[config.mk]
export PLATFORM = sky130hd
export DESIGN_NAME = ddac_host
export DESIGN_NICKNAME = d
export VERILOG_FILES = /design/src/ddac_pkg.sv /design/src/ddac_host.sv
export SDC_FILE = /design/constraint.sdc
export NUM_CORES = 1
export LEC_CHECK = 0
export BUFFER_PORTS_ARGS = -buffer_cell sky130_fd_sc_hd__buf_2
export CAP_MARGIN = 0
export CORE_MARGIN = 3
export CORE_UTILIZATION = 40
export CTS_BUF_LIST = sky130_fd_sc_hd__clkbuf_8
export CTS_CLUSTER_SIZE = 25
export DETAILED_ROUTE_END_ITERATION = 16
export MAX_ROUTING_LAYER = met4
export SLEW_MARGIN = 0
export SYNTH_ARGS = -nofsm -noshare
export SYNTH_HDL_FRONTEND = slang
export SYNTH_SLANG_ARGS = --single-unit
[constraint.sdc]
create_clock -name clk -period 2.8 [get_ports clk]
set_input_delay 0.56 -clock clk [delete_from_list [all_inputs] [get_ports clk]]
set_output_delay 0.56 -clock clk [all_outputs]
set_load 0.05 [all_outputs]
[src/ddac_pkg.sv]
package ddac_pkg;
   // ************************************************************
   // Register map of the controller
   // ************************************************************
   localparam logic [3:0] ADDR_CTRL = 4'h0;
   localparam logic [3:0] ADDR_CODE_A = 4'h1;
   localparam logic [3:0] ADDR_CODE_B = 4'h2;
   localparam logic [3:0] ADDR_CMD = 4'h3;
   localparam logic [3:0] ADDR_STATUS = 4'h4;
   // CTRL fields
   localparam int CTRL_PD_BIT = 0;
   localparam int CTRL_BYTE_BIT = 1;
   localparam int CTRL_GAIN_BIT = 2;
   localparam int CTRL_BUF_BIT = 3;
   localparam int CTRL_DEV_LSB = 4;
   // CMD fields
   localparam int CMD_WR_A_BIT = 0;
   localparam int CMD_WR_B_BIT = 1;
   localparam int CMD_LOAD_BIT = 2;
   localparam int CMD_CLEAR_BIT = 3;
   // STATUS fields
   localparam int STAT_BUSY_BIT = 0;
   localparam int STAT_PEND_A_BIT = 1;
   localparam int STAT_PEND_B_BIT = 2;
   localparam int STAT_PDWAIT_BIT = 3;
   // Code word layout on the data bus
   localparam int CODE_BITS = 12;
   localparam int LOW_BITS = 8;
   localparam int HIGH_BITS = 4;
   localparam int BYTE_GAIN_POS = 4;
   localparam int BYTE_BUF_POS = 5;
   localparam int WORD_GAIN_POS = 12;
   localparam int WORD_BUF_POS = 13;
   // ************************************************************
   // Timing
   // ************************************************************
   localparam int CLK_MHZ = 40;
   localparam int STROBE_NS = 50;
   localparam int STROBE_CYC = (STROBE_NS * CLK_MHZ + 999) / 1000;
   localparam int PD_EXIT_NS = 5000;
   localparam int PD_EXIT_CYC = (PD_EXIT_NS * CLK_MHZ + 999) / 1000;
   localparam logic [7:0] CNT_ZERO = 8'h00;
   typedef enum logic [2:0] {
      DDAC_IDLE, DDAC_SETUP, DDAC_STROBE, DDAC_HOLD, DDAC_LOAD, DDAC_CLEAR
   } ddac_state_t;
endpackage

[src/ddac_host.sv]
`timescale 1ns/10ps
// Function
// - Low byte bits 0-7, high bits 8-11
// - Gain and buffer above code on wide bus
// - Bus at least 14 bits wide
// - Select only one device at a time
// - Hold selects inactive while address changes; byte mode low half: byte_half_select drops at the edge the selects rise
module ddac_host #(
   parameter int NUM_DEV = 4,
   parameter int BUS_W = 16,
   parameter int PD_EXIT_CYCLES = ddac_pkg::PD_EXIT_CYC
) (
   input wire logic clk,
   input wire logic arst_n,
   input wire logic [3:0] addr,
   input wire logic [31:0] wdata,
   input wire logic wr_stb,
   input wire logic rd_stb,
   output logic [31:0] rdata,
   output logic [NUM_DEV-1:0] chip_select_n,
   output logic write_n,
   output logic channel_select,
   output logic byte_half_select,
   output logic [BUS_W-1:0] data_line,
   output logic output_load_n,
   output logic clear_all_n,
   output logic power_down_n
);
   import ddac_pkg::*;

   localparam int DEV_W = (NUM_DEV > 1) ? $clog2(NUM_DEV) : 1;

   // ************************************************************
   // Software state
   // ************************************************************
   logic pd_req, byte_mode, gain, bufr;
   logic [DEV_W-1:0] dev;
   logic [CODE_BITS-1:0] code_a, code_b;
   logic pend_a, pend_b, do_load, do_clear;
   logic next_pd_req, next_byte_mode, next_gain, next_bufr;
   logic [DEV_W-1:0] next_dev;
   logic [CODE_BITS-1:0] next_code_a, next_code_b;
   logic next_pend_a, next_pend_b, next_do_load, next_do_clear;
   logic [31:0] next_rdata;

   // ************************************************************
   // Sequencer state
   // ************************************************************
   ddac_state_t state, next_state;
   logic [7:0] cnt, next_cnt;
   logic [15:0] pd_cnt, next_pd_cnt;
   logic cur_ch, next_cur_ch;
   logic cur_high, next_cur_high;
   logic [NUM_DEV-1:0] next_cs_n;
   logic next_write_n, next_channel_select, next_byte_half_select;
   logic [BUS_W-1:0] next_data_line;
   logic next_output_load_n, next_clear_all_n, next_power_down_n;
   logic busy, take_a, take_b;

   function automatic logic [BUS_W-1:0] bus_word(
      input logic [CODE_BITS-1:0] code, input logic hi,
      input logic bm, input logic g, input logic b);
      logic [BUS_W-1:0] w;
      w = '0;
      if (bm) begin
         if (hi) begin
            w[HIGH_BITS-1:0] = code[CODE_BITS-1:LOW_BITS];
            w[BYTE_GAIN_POS] = g;
            w[BYTE_BUF_POS] = b;
         end else begin
            w[LOW_BITS-1:0] = code[LOW_BITS-1:0];
         end
      end else begin
         w[CODE_BITS-1:0] = code;
         w[WORD_GAIN_POS] = g;
         w[WORD_BUF_POS] = b;
      end
      return w;
   endfunction

   assign busy = (state != DDAC_IDLE) | pend_a | pend_b | do_load
      | do_clear;
   assign take_a = (state == DDAC_IDLE) & pend_a;
   assign take_b = (state == DDAC_IDLE) & ~pend_a & pend_b;

   always_comb begin
      next_pd_req = pd_req;
      next_byte_mode = byte_mode;
      next_gain = gain;
      next_bufr = bufr;
      next_dev = dev;
      next_code_a = code_a;
      next_code_b = code_b;
      next_pend_a = pend_a & ~take_a;
      next_pend_b = pend_b & ~take_b;
      next_do_load = do_load;
      next_do_clear = do_clear;
      next_rdata = '0;
      if (wr_stb) begin
         unique case (addr)
            ADDR_CTRL: begin
               next_pd_req = wdata[CTRL_PD_BIT];
               next_byte_mode = wdata[CTRL_BYTE_BIT];
               next_gain = wdata[CTRL_GAIN_BIT];
               next_bufr = wdata[CTRL_BUF_BIT];
               next_dev = wdata[CTRL_DEV_LSB +: DEV_W];
            end
            ADDR_CODE_A: next_code_a = wdata[CODE_BITS-1:0];
            ADDR_CODE_B: next_code_b = wdata[CODE_BITS-1:0];
            ADDR_CMD: begin
               // Requests are sticky until the sequencer takes them
               if (wdata[CMD_WR_A_BIT]) next_pend_a = 1'b1;
               if (wdata[CMD_WR_B_BIT]) next_pend_b = 1'b1;
               if (wdata[CMD_LOAD_BIT]) next_do_load = 1'b1;
               if (wdata[CMD_CLEAR_BIT]) next_do_clear = 1'b1;
            end
            default: ;
         endcase
      end
      if (state == DDAC_IDLE && !pend_a && !pend_b && do_clear)
         next_do_clear = 1'b0;
      else if (state == DDAC_IDLE && !pend_a && !pend_b && do_load)
         next_do_load = 1'b0;
      if (rd_stb) begin
         unique case (addr)
            ADDR_CTRL: begin
               next_rdata[CTRL_PD_BIT] = pd_req;
               next_rdata[CTRL_BYTE_BIT] = byte_mode;
               next_rdata[CTRL_GAIN_BIT] = gain;
               next_rdata[CTRL_BUF_BIT] = bufr;
               next_rdata[CTRL_DEV_LSB +: DEV_W] = dev;
            end
            ADDR_CODE_A: next_rdata[CODE_BITS-1:0] = code_a;
            ADDR_CODE_B: next_rdata[CODE_BITS-1:0] = code_b;
            ADDR_STATUS: begin
               next_rdata[STAT_BUSY_BIT] = busy;
               next_rdata[STAT_PEND_A_BIT] = pend_a;
               next_rdata[STAT_PEND_B_BIT] = pend_b;
               next_rdata[STAT_PDWAIT_BIT] = (pd_cnt != '0);
            end
            default: ;
         endcase
      end
   end

   // ************************************************************
   // Pin sequencer
   // ************************************************************
   always_comb begin
      next_state = state;
      next_cnt = cnt;
      next_cur_ch = cur_ch;
      next_cur_high = cur_high;
      next_cs_n = chip_select_n;
      next_write_n = write_n;
      next_channel_select = channel_select;
      next_byte_half_select = byte_half_select;
      next_data_line = data_line;
      next_output_load_n = output_load_n;
      next_clear_all_n = clear_all_n;
      next_power_down_n = ~pd_req;
      next_pd_cnt = pd_cnt;
      if (pd_req)
         next_pd_cnt = PD_EXIT_CYCLES[15:0];
      else if (pd_cnt != '0)
         next_pd_cnt = pd_cnt - 16'h0001;
      if (cnt != CNT_ZERO) next_cnt = cnt - 8'h01;
      unique case (state)
         DDAC_IDLE: begin
            if (pend_a || pend_b) begin
               // Address settles while every select stays high
               next_cur_ch = ~pend_a;
               next_cur_high = byte_mode;
               next_channel_select = ~pend_a;
               next_byte_half_select = byte_mode;
               next_data_line = bus_word(pend_a ? code_a : code_b,
                  byte_mode, byte_mode, gain, bufr);
               next_cnt = STROBE_CYC[7:0];
               next_state = DDAC_SETUP;
            end else if (do_clear) begin
               next_clear_all_n = 1'b0;
               next_cnt = STROBE_CYC[7:0];
               next_state = DDAC_CLEAR;
            end else if (do_load) begin
               next_output_load_n = 1'b0;
               next_cnt = STROBE_CYC[7:0];
               next_state = DDAC_LOAD;
            end
         end
         DDAC_SETUP: if (cnt == CNT_ZERO) begin
            next_cs_n = '1;
            next_cs_n[dev] = 1'b0;
            next_write_n = 1'b0;
            next_cnt = STROBE_CYC[7:0];
            next_state = DDAC_STROBE;
         end
         DDAC_STROBE: if (cnt == CNT_ZERO) begin
            next_write_n = 1'b1;
            next_cnt = STROBE_CYC[7:0];
            next_state = DDAC_HOLD;
         end
         DDAC_HOLD: if (cnt == CNT_ZERO) begin
            next_cs_n = '1;
            if (cur_high) begin
               // High half first, then low half of the same code
               next_cur_high = 1'b0;
               next_byte_half_select = 1'b0;
               next_data_line = bus_word(cur_ch ? code_b : code_a,
                  1'b0, 1'b1, gain, bufr);
               next_cnt = STROBE_CYC[7:0];
               next_state = DDAC_SETUP;
            end else begin
               next_state = DDAC_IDLE;
            end
         end
         DDAC_LOAD: if (cnt == CNT_ZERO) begin
            next_output_load_n = 1'b1;
            next_state = DDAC_IDLE;
         end
         DDAC_CLEAR: if (cnt == CNT_ZERO) begin
            next_clear_all_n = 1'b1;
            next_state = DDAC_IDLE;
         end
      endcase
   end

   // Reset values mirror the device's own power-on state
   always_ff @(posedge clk or negedge arst_n) begin
      if (!arst_n) begin
         pd_req <= 1'b0;
         byte_mode <= 1'b0;
         gain <= 1'b0;
         bufr <= 1'b0;
         dev <= '0;
         code_a <= '0;
         code_b <= '0;
         pend_a <= 1'b0;
         pend_b <= 1'b0;
         do_load <= 1'b0;
         do_clear <= 1'b0;
         rdata <= '0;
         state <= DDAC_IDLE;
         cnt <= CNT_ZERO;
         pd_cnt <= '0;
         cur_ch <= 1'b0;
         cur_high <= 1'b0;
         chip_select_n <= '1;
         write_n <= 1'b1;
         channel_select <= 1'b0;
         byte_half_select <= 1'b0;
         data_line <= '0;
         output_load_n <= 1'b1;
         clear_all_n <= 1'b1;
         power_down_n <= 1'b1;
      end else begin
         pd_req <= next_pd_req;
         byte_mode <= next_byte_mode;
         gain <= next_gain;
         bufr <= next_bufr;
         dev <= next_dev;
         code_a <= next_code_a;
         code_b <= next_code_b;
         pend_a <= next_pend_a;
         pend_b <= next_pend_b;
         do_load <= next_do_load;
         do_clear <= next_do_clear;
         rdata <= next_rdata;
         state <= next_state;
         cnt <= next_cnt;
         pd_cnt <= next_pd_cnt;
         cur_ch <= next_cur_ch;
         cur_high <= next_cur_high;
         chip_select_n <= next_cs_n;
         write_n <= next_write_n;
         channel_select <= next_channel_select;
         byte_half_select <= next_byte_half_select;
         data_line <= next_data_line;
         output_load_n <= next_output_load_n;
         clear_all_n <= next_clear_all_n;
         power_down_n <= next_power_down_n;
      end
   end
endmodule

# Word-level counts from Yosys, hierarchy flattened
# Index checks and enable logic that the tools add are counted.
dict set report word_totals {
  ff_bits 100
  input_bits 40
  output_inout_bits 58
  elab_cells 167
}
dict set report op_classes {
  n_addsub 2
  order_cmp 2
  eq_ne 22
  muxes 66
  n_bitwise 14
  n_reduce_logical 37
}
# op count
set ops {}
lappend ops {{$mux W16} 5}
lappend ops {{$mux W8} 9}
lappend ops {{$pmux W16 S2} 1}
lappend ops {{$mux W1} 27}
lappend ops {{$mux W12} 2}
lappend ops {{$pmux W8 S3} 1}
lappend ops {{$mux W3} 7}
lappend ops {{$ne A2 B2 Y1 const B} 10}
lappend ops {{$reduce_bool A2 Y1} 9}
lappend ops {{$pmux W4 S4} 1}
lappend ops {{$reduce_bool A16 Y1} 1}
lappend ops {{$sub A16 B1 Y16 const B} 1}
lappend ops {{$pmux W3 S5} 1}
lappend ops {{$pmux W6 S2} 1}
lappend ops {{$reduce_and A3 Y1} 4}
lappend ops {{$pmux W1 S2} 5}
lappend ops {{$reduce_and A5 Y1} 2}
lappend ops {{$eq A4 B2 Y1 const B} 2}
lappend ops {{$logic_not A8 Y1} 1}
lappend ops {{$mux W4} 2}
lappend ops {{$pmux W4 S2} 1}
lappend ops {{$reduce_and A2 Y1} 4}
lappend ops {{$reduce_and A4 Y1} 2}
lappend ops {{$reduce_bool A8 Y1} 1}
lappend ops {{other kinds (24)} 43}

# Depth between registers and ports, before layout
# Gate-level depths: netlist of run 1.
dict set report depth {
  word_depth 8
  depth_mapped 9
  depth_no_buf 8
}

# Least setup slack after synthesis of run 1
# No wires, ideal clock.
dict set report synth_timing {
  path_kind {reg2reg}
  from {register cnt[0]}
  to {register data_line[0]}
  t_arrival_ns 1.843
  setup_slack_ns 0.832
  stages_incl_launch_ff 9
  n_path_buf 1
  cell_sequence {dfrtp_1 > inv_1 > ha_1 > nor3b_1 > and2_1 > buf_4 > inv_2 > o21ai_4 > mux2_2}
}
dict set report synth_via {
  elab_chain_len 3
}
# item line_no
set synth_rtl {}
lappend synth_rtl {{start, declared} ddac_host.sv:50} ;# logic [7:0] cnt, next_cnt;
lappend synth_rtl {{start signal, assigned} ddac_host.sv:269} ;# cnt <= next_cnt;
lappend synth_rtl {{$logic_not A8 Y1} ddac_host.sv:202} ;# DDAC_HOLD: if (cnt == CNT_ZERO) begin
lappend synth_rtl {{$ne A2 B2 Y1 (no source line)} n/a}
lappend synth_rtl {{$reduce_and A4 Y1 (no source line)} n/a}
lappend synth_rtl {{end signal, assigned} ddac_host.sv:277} ;# data_line <= next_data_line;
lappend synth_rtl {{end, declared} ddac_host.sv:24} ;# output logic [BUS_W-1:0] data_line,
# No other way between the ends.
# A chain may end at the register's enable or synchronous reset.

# Final worst setup path of run 1
dict set report layout_timing {
  from {register cnt[0]}
  to {register data_line[3]}
}
# Same word-level chain as after synthesis.

==> results of run 1 <==
[worst max-delay path, stage by stage (launching register included)]
cell and delay [ps]:
dfrtp_1 380, inv_1 120, ha_1 160, nor3b_1 300, and2_1 210, inv_2 100, o21ai_4 380, mux2_2 380
[logic make-up (layout without fill, tap and decap cells)]
group / Yosys count / in the layout / share of synthesized area (%)
XOR/XNOR: 8 / 8 / 1.418
AO/OA/AOI/OAI: 83 / 83 / 11.60
buffers and inverters: 51 / 93 / 5.774
AND/OR/NAND/NOR: 149 / 149 / 16.92
flip-flops: 98 / 98 / 49.84
adder cells (fa/ha/maj): 5 / 5 / 1.216
multiplexers: 59 / 59 / 13.17
other: 1 / 22 / 0.07590
[flip-flops by register name, summed over array words and instances (netlist names), 2 cells and up]
register	flops
rdata	12
code_b	12
pd_cnt	16
dev	2
cnt	8
chip_select_n	4
state	3
code_a	12
data_line	14
[report_power, final]
part / switching [W] / leakage (nW) / internal, W / total [W]
logic: 0.00113 / 1.22 / 0.000680 / 0.00181
clock network: 0.000496 / 0.113 / 0.000521 / 0.00102
registers: 0.000420 / 1.24 / 0.00182 / 0.00224
total: 0.00205 / 2.57 / 0.00302 / 0.00507
[stage by stage]
stage	hold WS, ps	std cells
5_1_grt	170.4	681
2_1_floorplan	264.4	475
4_1_cts	159.4	681
3_5_place_dp	466.0	665
3_3_place_gp	464.5	665
6_report	146.2	681
[how the worst max path moves through the flow]
stage	slack [ps]	endpoint	cells past startpoint	from
finish	650	data_line[3]	7	cnt[0]
global route	490	pd_cnt[9]	6	pd_cnt[0]
CTS	650	data_line[1]	7	cnt[0]
detailed placement	660	code_a[7]	4	addr[0]
global placement	640	data_line[6]	7	cnt[0]
floorplan	830	data_line[0]	8	cnt[0]
[cell type report]
type / instances / area share, %
Timing Repair Buffer: 66 / 6.691
Clock buffer: 10 / 2.470
Sequential cell: 98 / 44.19
Clock inverter: 6 / 1.459
Inverter: 11 / 0.7409
Tap cell: 164 / 3.682
Multi-Input combinational cell: 326 / 40.77
[cells in the final DEF (no fill, tap or decap), types with 9 or more instances in the layout]
cell type and count:
dfrtp_1 90, buf_2 54, mux2_2 43, nor2_1 40, nand2_1 23, conb_1 22
a21oi_1 19, o21ai_0 18, mux2i_1 14, nor2b_1 13, nand3_1 12, inv_1 11
buf_4 11, clkbuf_8 10, nor3_1 9, nand2b_1 9
[routing by layer]
metal | global-route usage [%] | vias to the layer above | routed length (um)
met5 | - | - | 0
li1 | - | 1705 | -
met1 | 22.73 | 1713 | 5104
met3 | 3.650 | 14 | 456
met4 | 5.581 | 0 | 174
met2 | 26.17 | 89 | 5096
==> results by group, run 1 <==
Clock tree
  – Postcts setup bufs: 0
  – CTS buffer count: 9
  – H-tree Lvls: 3
  – CTS tree: done
  – Clk root buf: clkbuf_8
  – Clock-pin slew on the worst setup and hold paths: 90 ps
  – Post-cts hold buffer count: 0
  – CTS Sinks: 98
  – CTS max path bufs: 2
  – Cts repair resizes: 0
  – Worst-Skew Late Latency: 380 ps

Logic synthesis
  – Part of the Yosys area used for sequential elements: 49.84%
  – Warning count from the yosys run: 0
  – Most common cell in the netlist: dfrtp_1
  – Post-synth top area share: 45.58%
  – Post-synth EDFFs: 0
  – Mapped cell area: 0.004941 mm2
  – Main area contributors after synthesis: dfrtp_1 (46%), mux2_2 (9.8%), dfstp_2 (4.3%)
  – FFs w/ async S/R, synth: 100.0%
  – Cell variety after synth: 61
  – Most common flop cell mapped by yosys: dfrtp_1
  – Post-Synthesis Cells: 454
  – Most frequent cells after synthesis: dfrtp_1 (90), mux2_2 (43), nor2_1 (40)
  – Synthesized area per cell: 10.88 um2
  – Yosys reg bits: 98
  – Dominant cell type by area after synthesis: dfrtp_1

Die
  – Cell row count: 39
  – DIE WIDTH: 117.1 um
  – Core Area: 0.01176 mm2
  – # IOs: 98
  – Initial Utilization: 42.02%
  – Die height: 117.1 um
  – Total die area: 0.01372 mm2

Placement
  – Dpl cell area: 0.005354 mm2
  – Gpl congestion: 0.8410
  – Worst slack at placement: 661.9 ps
  – Port bufs: 55
  – Hpwl dp: 7650 um

Routing
  – Drt pass-1 iters: 4
  – First DRT Iteration DRCs: 104
  – Via density: 5.170
  – Post-route ant nets: 0
  – Final wirelength: 10830 um
  – Wirelength per Cell: 15.90 um
  – Detailed-route DRC error count: 0
  – Vias: 3521

Timing
  – RSZ-0062 raised after global routing: no
  – F_max: 464.6 MHz
  – Part of the cycle the worst path needs: 76.87%
  – Relative max-transition margin: 44.72%
  – Final Max Slew Viols: 0
  – # setup viols final: 0
  – Final min period: 2152 ps
  – Worst Skew: 8.938 ps
  – Worst slew pin tran: 829.2 ps
  – Fin Setup TNS: 0 ps
  – Final WS setup: 647.7 ps
  – Fin. Hold Viols: 0

Power and ir drop
  – PD cells: 910.4 mW/mm2
  – Worst vdd ir: 0.0004095 V
  – P_leak: 2.566 nW
  – Total Power: 0.005074 W

Global routing
  – Initial antenna violation count: 0
  – GRT Util Overall: 17.09%
  – Number of global-route vias before repair: 3412
  – GR Overflow Total: 0
  – Largest net degree at the start of global routing: 60
  – First-pass GRT wire length: 17430 um

Final layout
  – Fin area: 0.005573 mm2
  – Number of diodes: 0
  – Final nets: 556
  – Layout cells sized above 1: 28.05%
  – Core Util, Final: 47.39%
  – Reg area: 0.002462 mm2
  – Multi-input gate area: 0.002272 mm2
  – Layout area overhead: 12.79%
  – Fillcell total: 1099

Critical path
  – Arrival time worst endpoint: 2420 ps
  – Critical Path Sink Type: flop
  – CP Max Fanout: 9
  – Reg-to-Reg Start: cnt[0]
  – R2R Setup Slk: 650 ps
  – RR Endpoint: data_line[3]
  – CP required: 3070 ps
  – Worst Path Class, Setup: flop to flop
  – R2R cell count: 7
  – CP Launch Type: flop

Worst hold path
  – Class of the tightest hold or removal check: input port to asynchronous set/reset pin

Job
  – Max-Cap Viols: 0

Status
  – Outcome: completed
No activity file was read; power rests on OpenSTA's default activity.
==> run 2: changes to the inputs <==
==> constraint.sdc (replaced) <==
create_clock -name clk -period 2 [get_ports clk]
set_input_delay 0.4 -clock clk [delete_from_list [all_inputs] [get_ports clk]]
set_output_delay 0.4 -clock clk [all_outputs]
set_load 0.05 [all_outputs]
==> results by group, run 2 (synthesis results as in run 1) <==
Critical path
  – Critical Path Sink Type: flop
  – RR Endpoint: data_line[3]
  – R2R cell count: 6 (-1)
  – Reg-to-Reg Start: state[0]
  – Number of buffers and inverters on the critical path: 2 (unchanged)
  – Critical path's slowest cell: dfrtp_1
  – CP required: 2260 ps (-810 ps)
  – Critical path destination: data_line[3]
  – Worst-path cell chain: and3b_1 > buf_4 > nand2_1 > o21ai_4 > buf_12 > mux2_2
  – Worst Path Class, Setup: flop to flop
  – Critical Path Source: state[0]
  – CP Depth: 6 (-1)
  – Arrival time worst endpoint: 2160 ps (-260 ps)
  – Cell family with most CP delay: flip-flops
  – CP Launch Type: flop
  – CP Max Fanout: 13 (+4)
  – R2R Setup Slk: 100 ps (-550 ps)
  – Crit-path max cell delay: 450 ps (+70 ps)

Status
  – Outcome: completed

Clock tree
  – CTS buffer count: 9 (unchanged)
  – CTS Sinks: 98 (unchanged)
  – Clock-pin slew on the worst setup and hold paths: 90 ps (about the same)
  – CTS tree: done
  – Worst-Skew Late Latency: 370 ps (about the same)
  – CTS max path bufs: 2 (unchanged)
  – H-tree Lvls: 3 (unchanged)
  – Clk root buf: clkbuf_8

Global routing
  – First-pass GRT wire length: 18400 um (+5.5%)
  – Initial antenna violation count: 0 (unchanged)
  – Number of global-route vias before repair: 3540 (+3.8%)
  – Largest net degree at the start of global routing: 38 (-37%)
  – GRT Util Overall: 17.91% (+0.82 points)
  – GR Overflow Total: 0 (unchanged)

Placement
  – Hpwl dp: 8284 um (+8.3%)
  – Gpl congestion: 0.8478 (+0.81%)
  – Port bufs: 55 (unchanged)
  – Placed cells: 691 (+3.9%)

Routing
  – Detailed-route DRC error count: 0 (unchanged)
  – Wirelength per Cell: 15.92 um (about the same)
  – Post-route ant nets: 0 (unchanged)
  – Drt pass-1 iters: 6 (+2)
  – First DRT Iteration DRCs: 125 (+20%)
  – Vias: 3715 (+5.5%)
  – Final wirelength: 11260 um (+3.9%)
  – Via density: 5.255 (+1.6%)

Final layout
  – Layout cells sized above 1: 32.04% (+4.0 points)
  – Final nets: 583 (+4.9%)
  – Fillcell total: 1110 (+1.0%)
  – Number of diodes: 0 (unchanged)
  – Most common cell after layout, fill and taps aside: dfrtp_1
  – Post-route insts no fill: 707 (+3.8%)
  – Max reg flops: 16 (unchanged)
  – Most flops, register: pd_cnt
  – Regs by FF count: pd_cnt: 16 flops, data_line: 14 flops
  – Most frequent cells in the layout: dfrtp_1 (90), buf_2 (54), mux2_2 (43), nor2_1 (40), buf_4 (35)
  – Multi-input gate area: 0.002282 mm2 (+0.44%)
  – Reg area: 0.002462 mm2 (unchanged)
  – Layout area overhead: 16.81%

Worst hold path
  – Hold Path Origin: wdata[10]
  – Class of the tightest hold or removal check: input port to flop

Power and ir drop
  – Worst vdd ir: 0.0005540 V (+35%)
  – Total Power: 0.007097 W (+40%)
  – P_leak: 2.685 nW (+4.7%)
  – PD cells: 1230 mW/mm2 (+35%)

Timing
  – Fin. Hold Viols: 0 (unchanged)
  – Worst Skew: 8.680 ps (-0.2578 ps)
  – RSZ-0062 raised after global routing: no
  – Part of the cycle the worst path needs: 95.02% (+18 points)
  – Worst slew pin tran: 813.7 ps (-15.52 ps)
  – Relative max-transition margin: 45.75% (+1.0 points)
  – # setup viols final: 0 (unchanged)
  – Final Max Slew Viols: 0 (unchanged)
  – Final min period: 1900 ps (-251.9 ps)
  – Fin Setup TNS: 0 ps (unchanged)
  – F_max: 526.2 MHz (+13%)
  – Worst hold slack: 270.0 ps (+123.8 ps)

Die
  – Initial Utilization: 42.02% (unchanged)
  – Die height: 117.1 um (unchanged)
  – Core Area: 0.01176 mm2 (unchanged)
  – Cell row count: 39 (unchanged)
  – Total die area: 0.01372 mm2 (unchanged)
  – DIE WIDTH: 117.1 um (unchanged)
  – # IOs: 98 (unchanged)

Job
  – Max-Cap Viols: 0 (unchanged)
-- run 2: cell type report --
class | count | share of cell area [%]
Timing Repair Buffer | 93 | 10.45
Tap cell | 164 | 3.555
Inverter | 11 | 0.7154
Multi-Input combinational cell | 326 | 39.54
Clock buffer | 11 | 2.623
Clock inverter | 4 | 0.4552
Sequential cell | 98 | 42.66
-- run 2: worst min path at each step --
| stage | endpoint | slack [ps] | cells past startpoint |
|---|---|---|---|
| floorplan | bufr | 100 | 0 |
| global placement | code_b[6] | 390 | 1 |
| detailed placement | code_b[6] | 400 | 1 |
| CTS | code_a[10] | 250 | 2 |
| global route | code_a[10] | 250 | 2 |
| finish | code_a[10] | 270 | 2 |
-- run 2: report_power, final --
| group | total [W] | leakage, nW | switching [W] | internal (W) |
|---|---|---|---|---|
| logic | 0.00280 | 1.36 | 0.00170 | 0.00110 |
| clock network | 0.00120 | 0.0916 | 0.000685 | 0.000514 |
| registers | 0.00310 | 1.24 | 0.000542 | 0.00255 |
| total | 0.00710 | 2.69 | 0.00293 | 0.00417 |
-- run 2: per-stage QoR --
stage	utilization [%]	area [um2]	setup slack (ps)
floorplan	-	5020	32.46
global placement	47.40	5574	87.23
detailed placement	47.40	5574	66.09
CTS	48.99	5762	32.74
global route	49.08	5772	14.61
finish	49.08	5772	99.60
-- run 2: what timing repair did --
action                                 CTS  global route
setup endpoints to repair                0            10
gates resized for setup                  0             3
hold buffers                             1             0
endpoints found under the hold margin   32             0
buffers inserted                         0             0
-- run 2: metal layers --
metal  GRT usage [%]  part of all wire [%]  routed length (um)  vias up
met2           26.51                    47                5320       96
met4           7.187                   2.0                 229        0
li1                -                     -                   -     1763
met5               -                     0                   0        -
met3           2.776                   3.7                 414       17
met1           24.74                    47                5291     1839
-- run 2: worst register-to-register path, delay by kind of cell, from the launching register on --
kind            cells  cell delay [ps]
flops               1              450
buf+inv             2              400
simple gates        2              450
compound gates      1              170
mux                 1              330
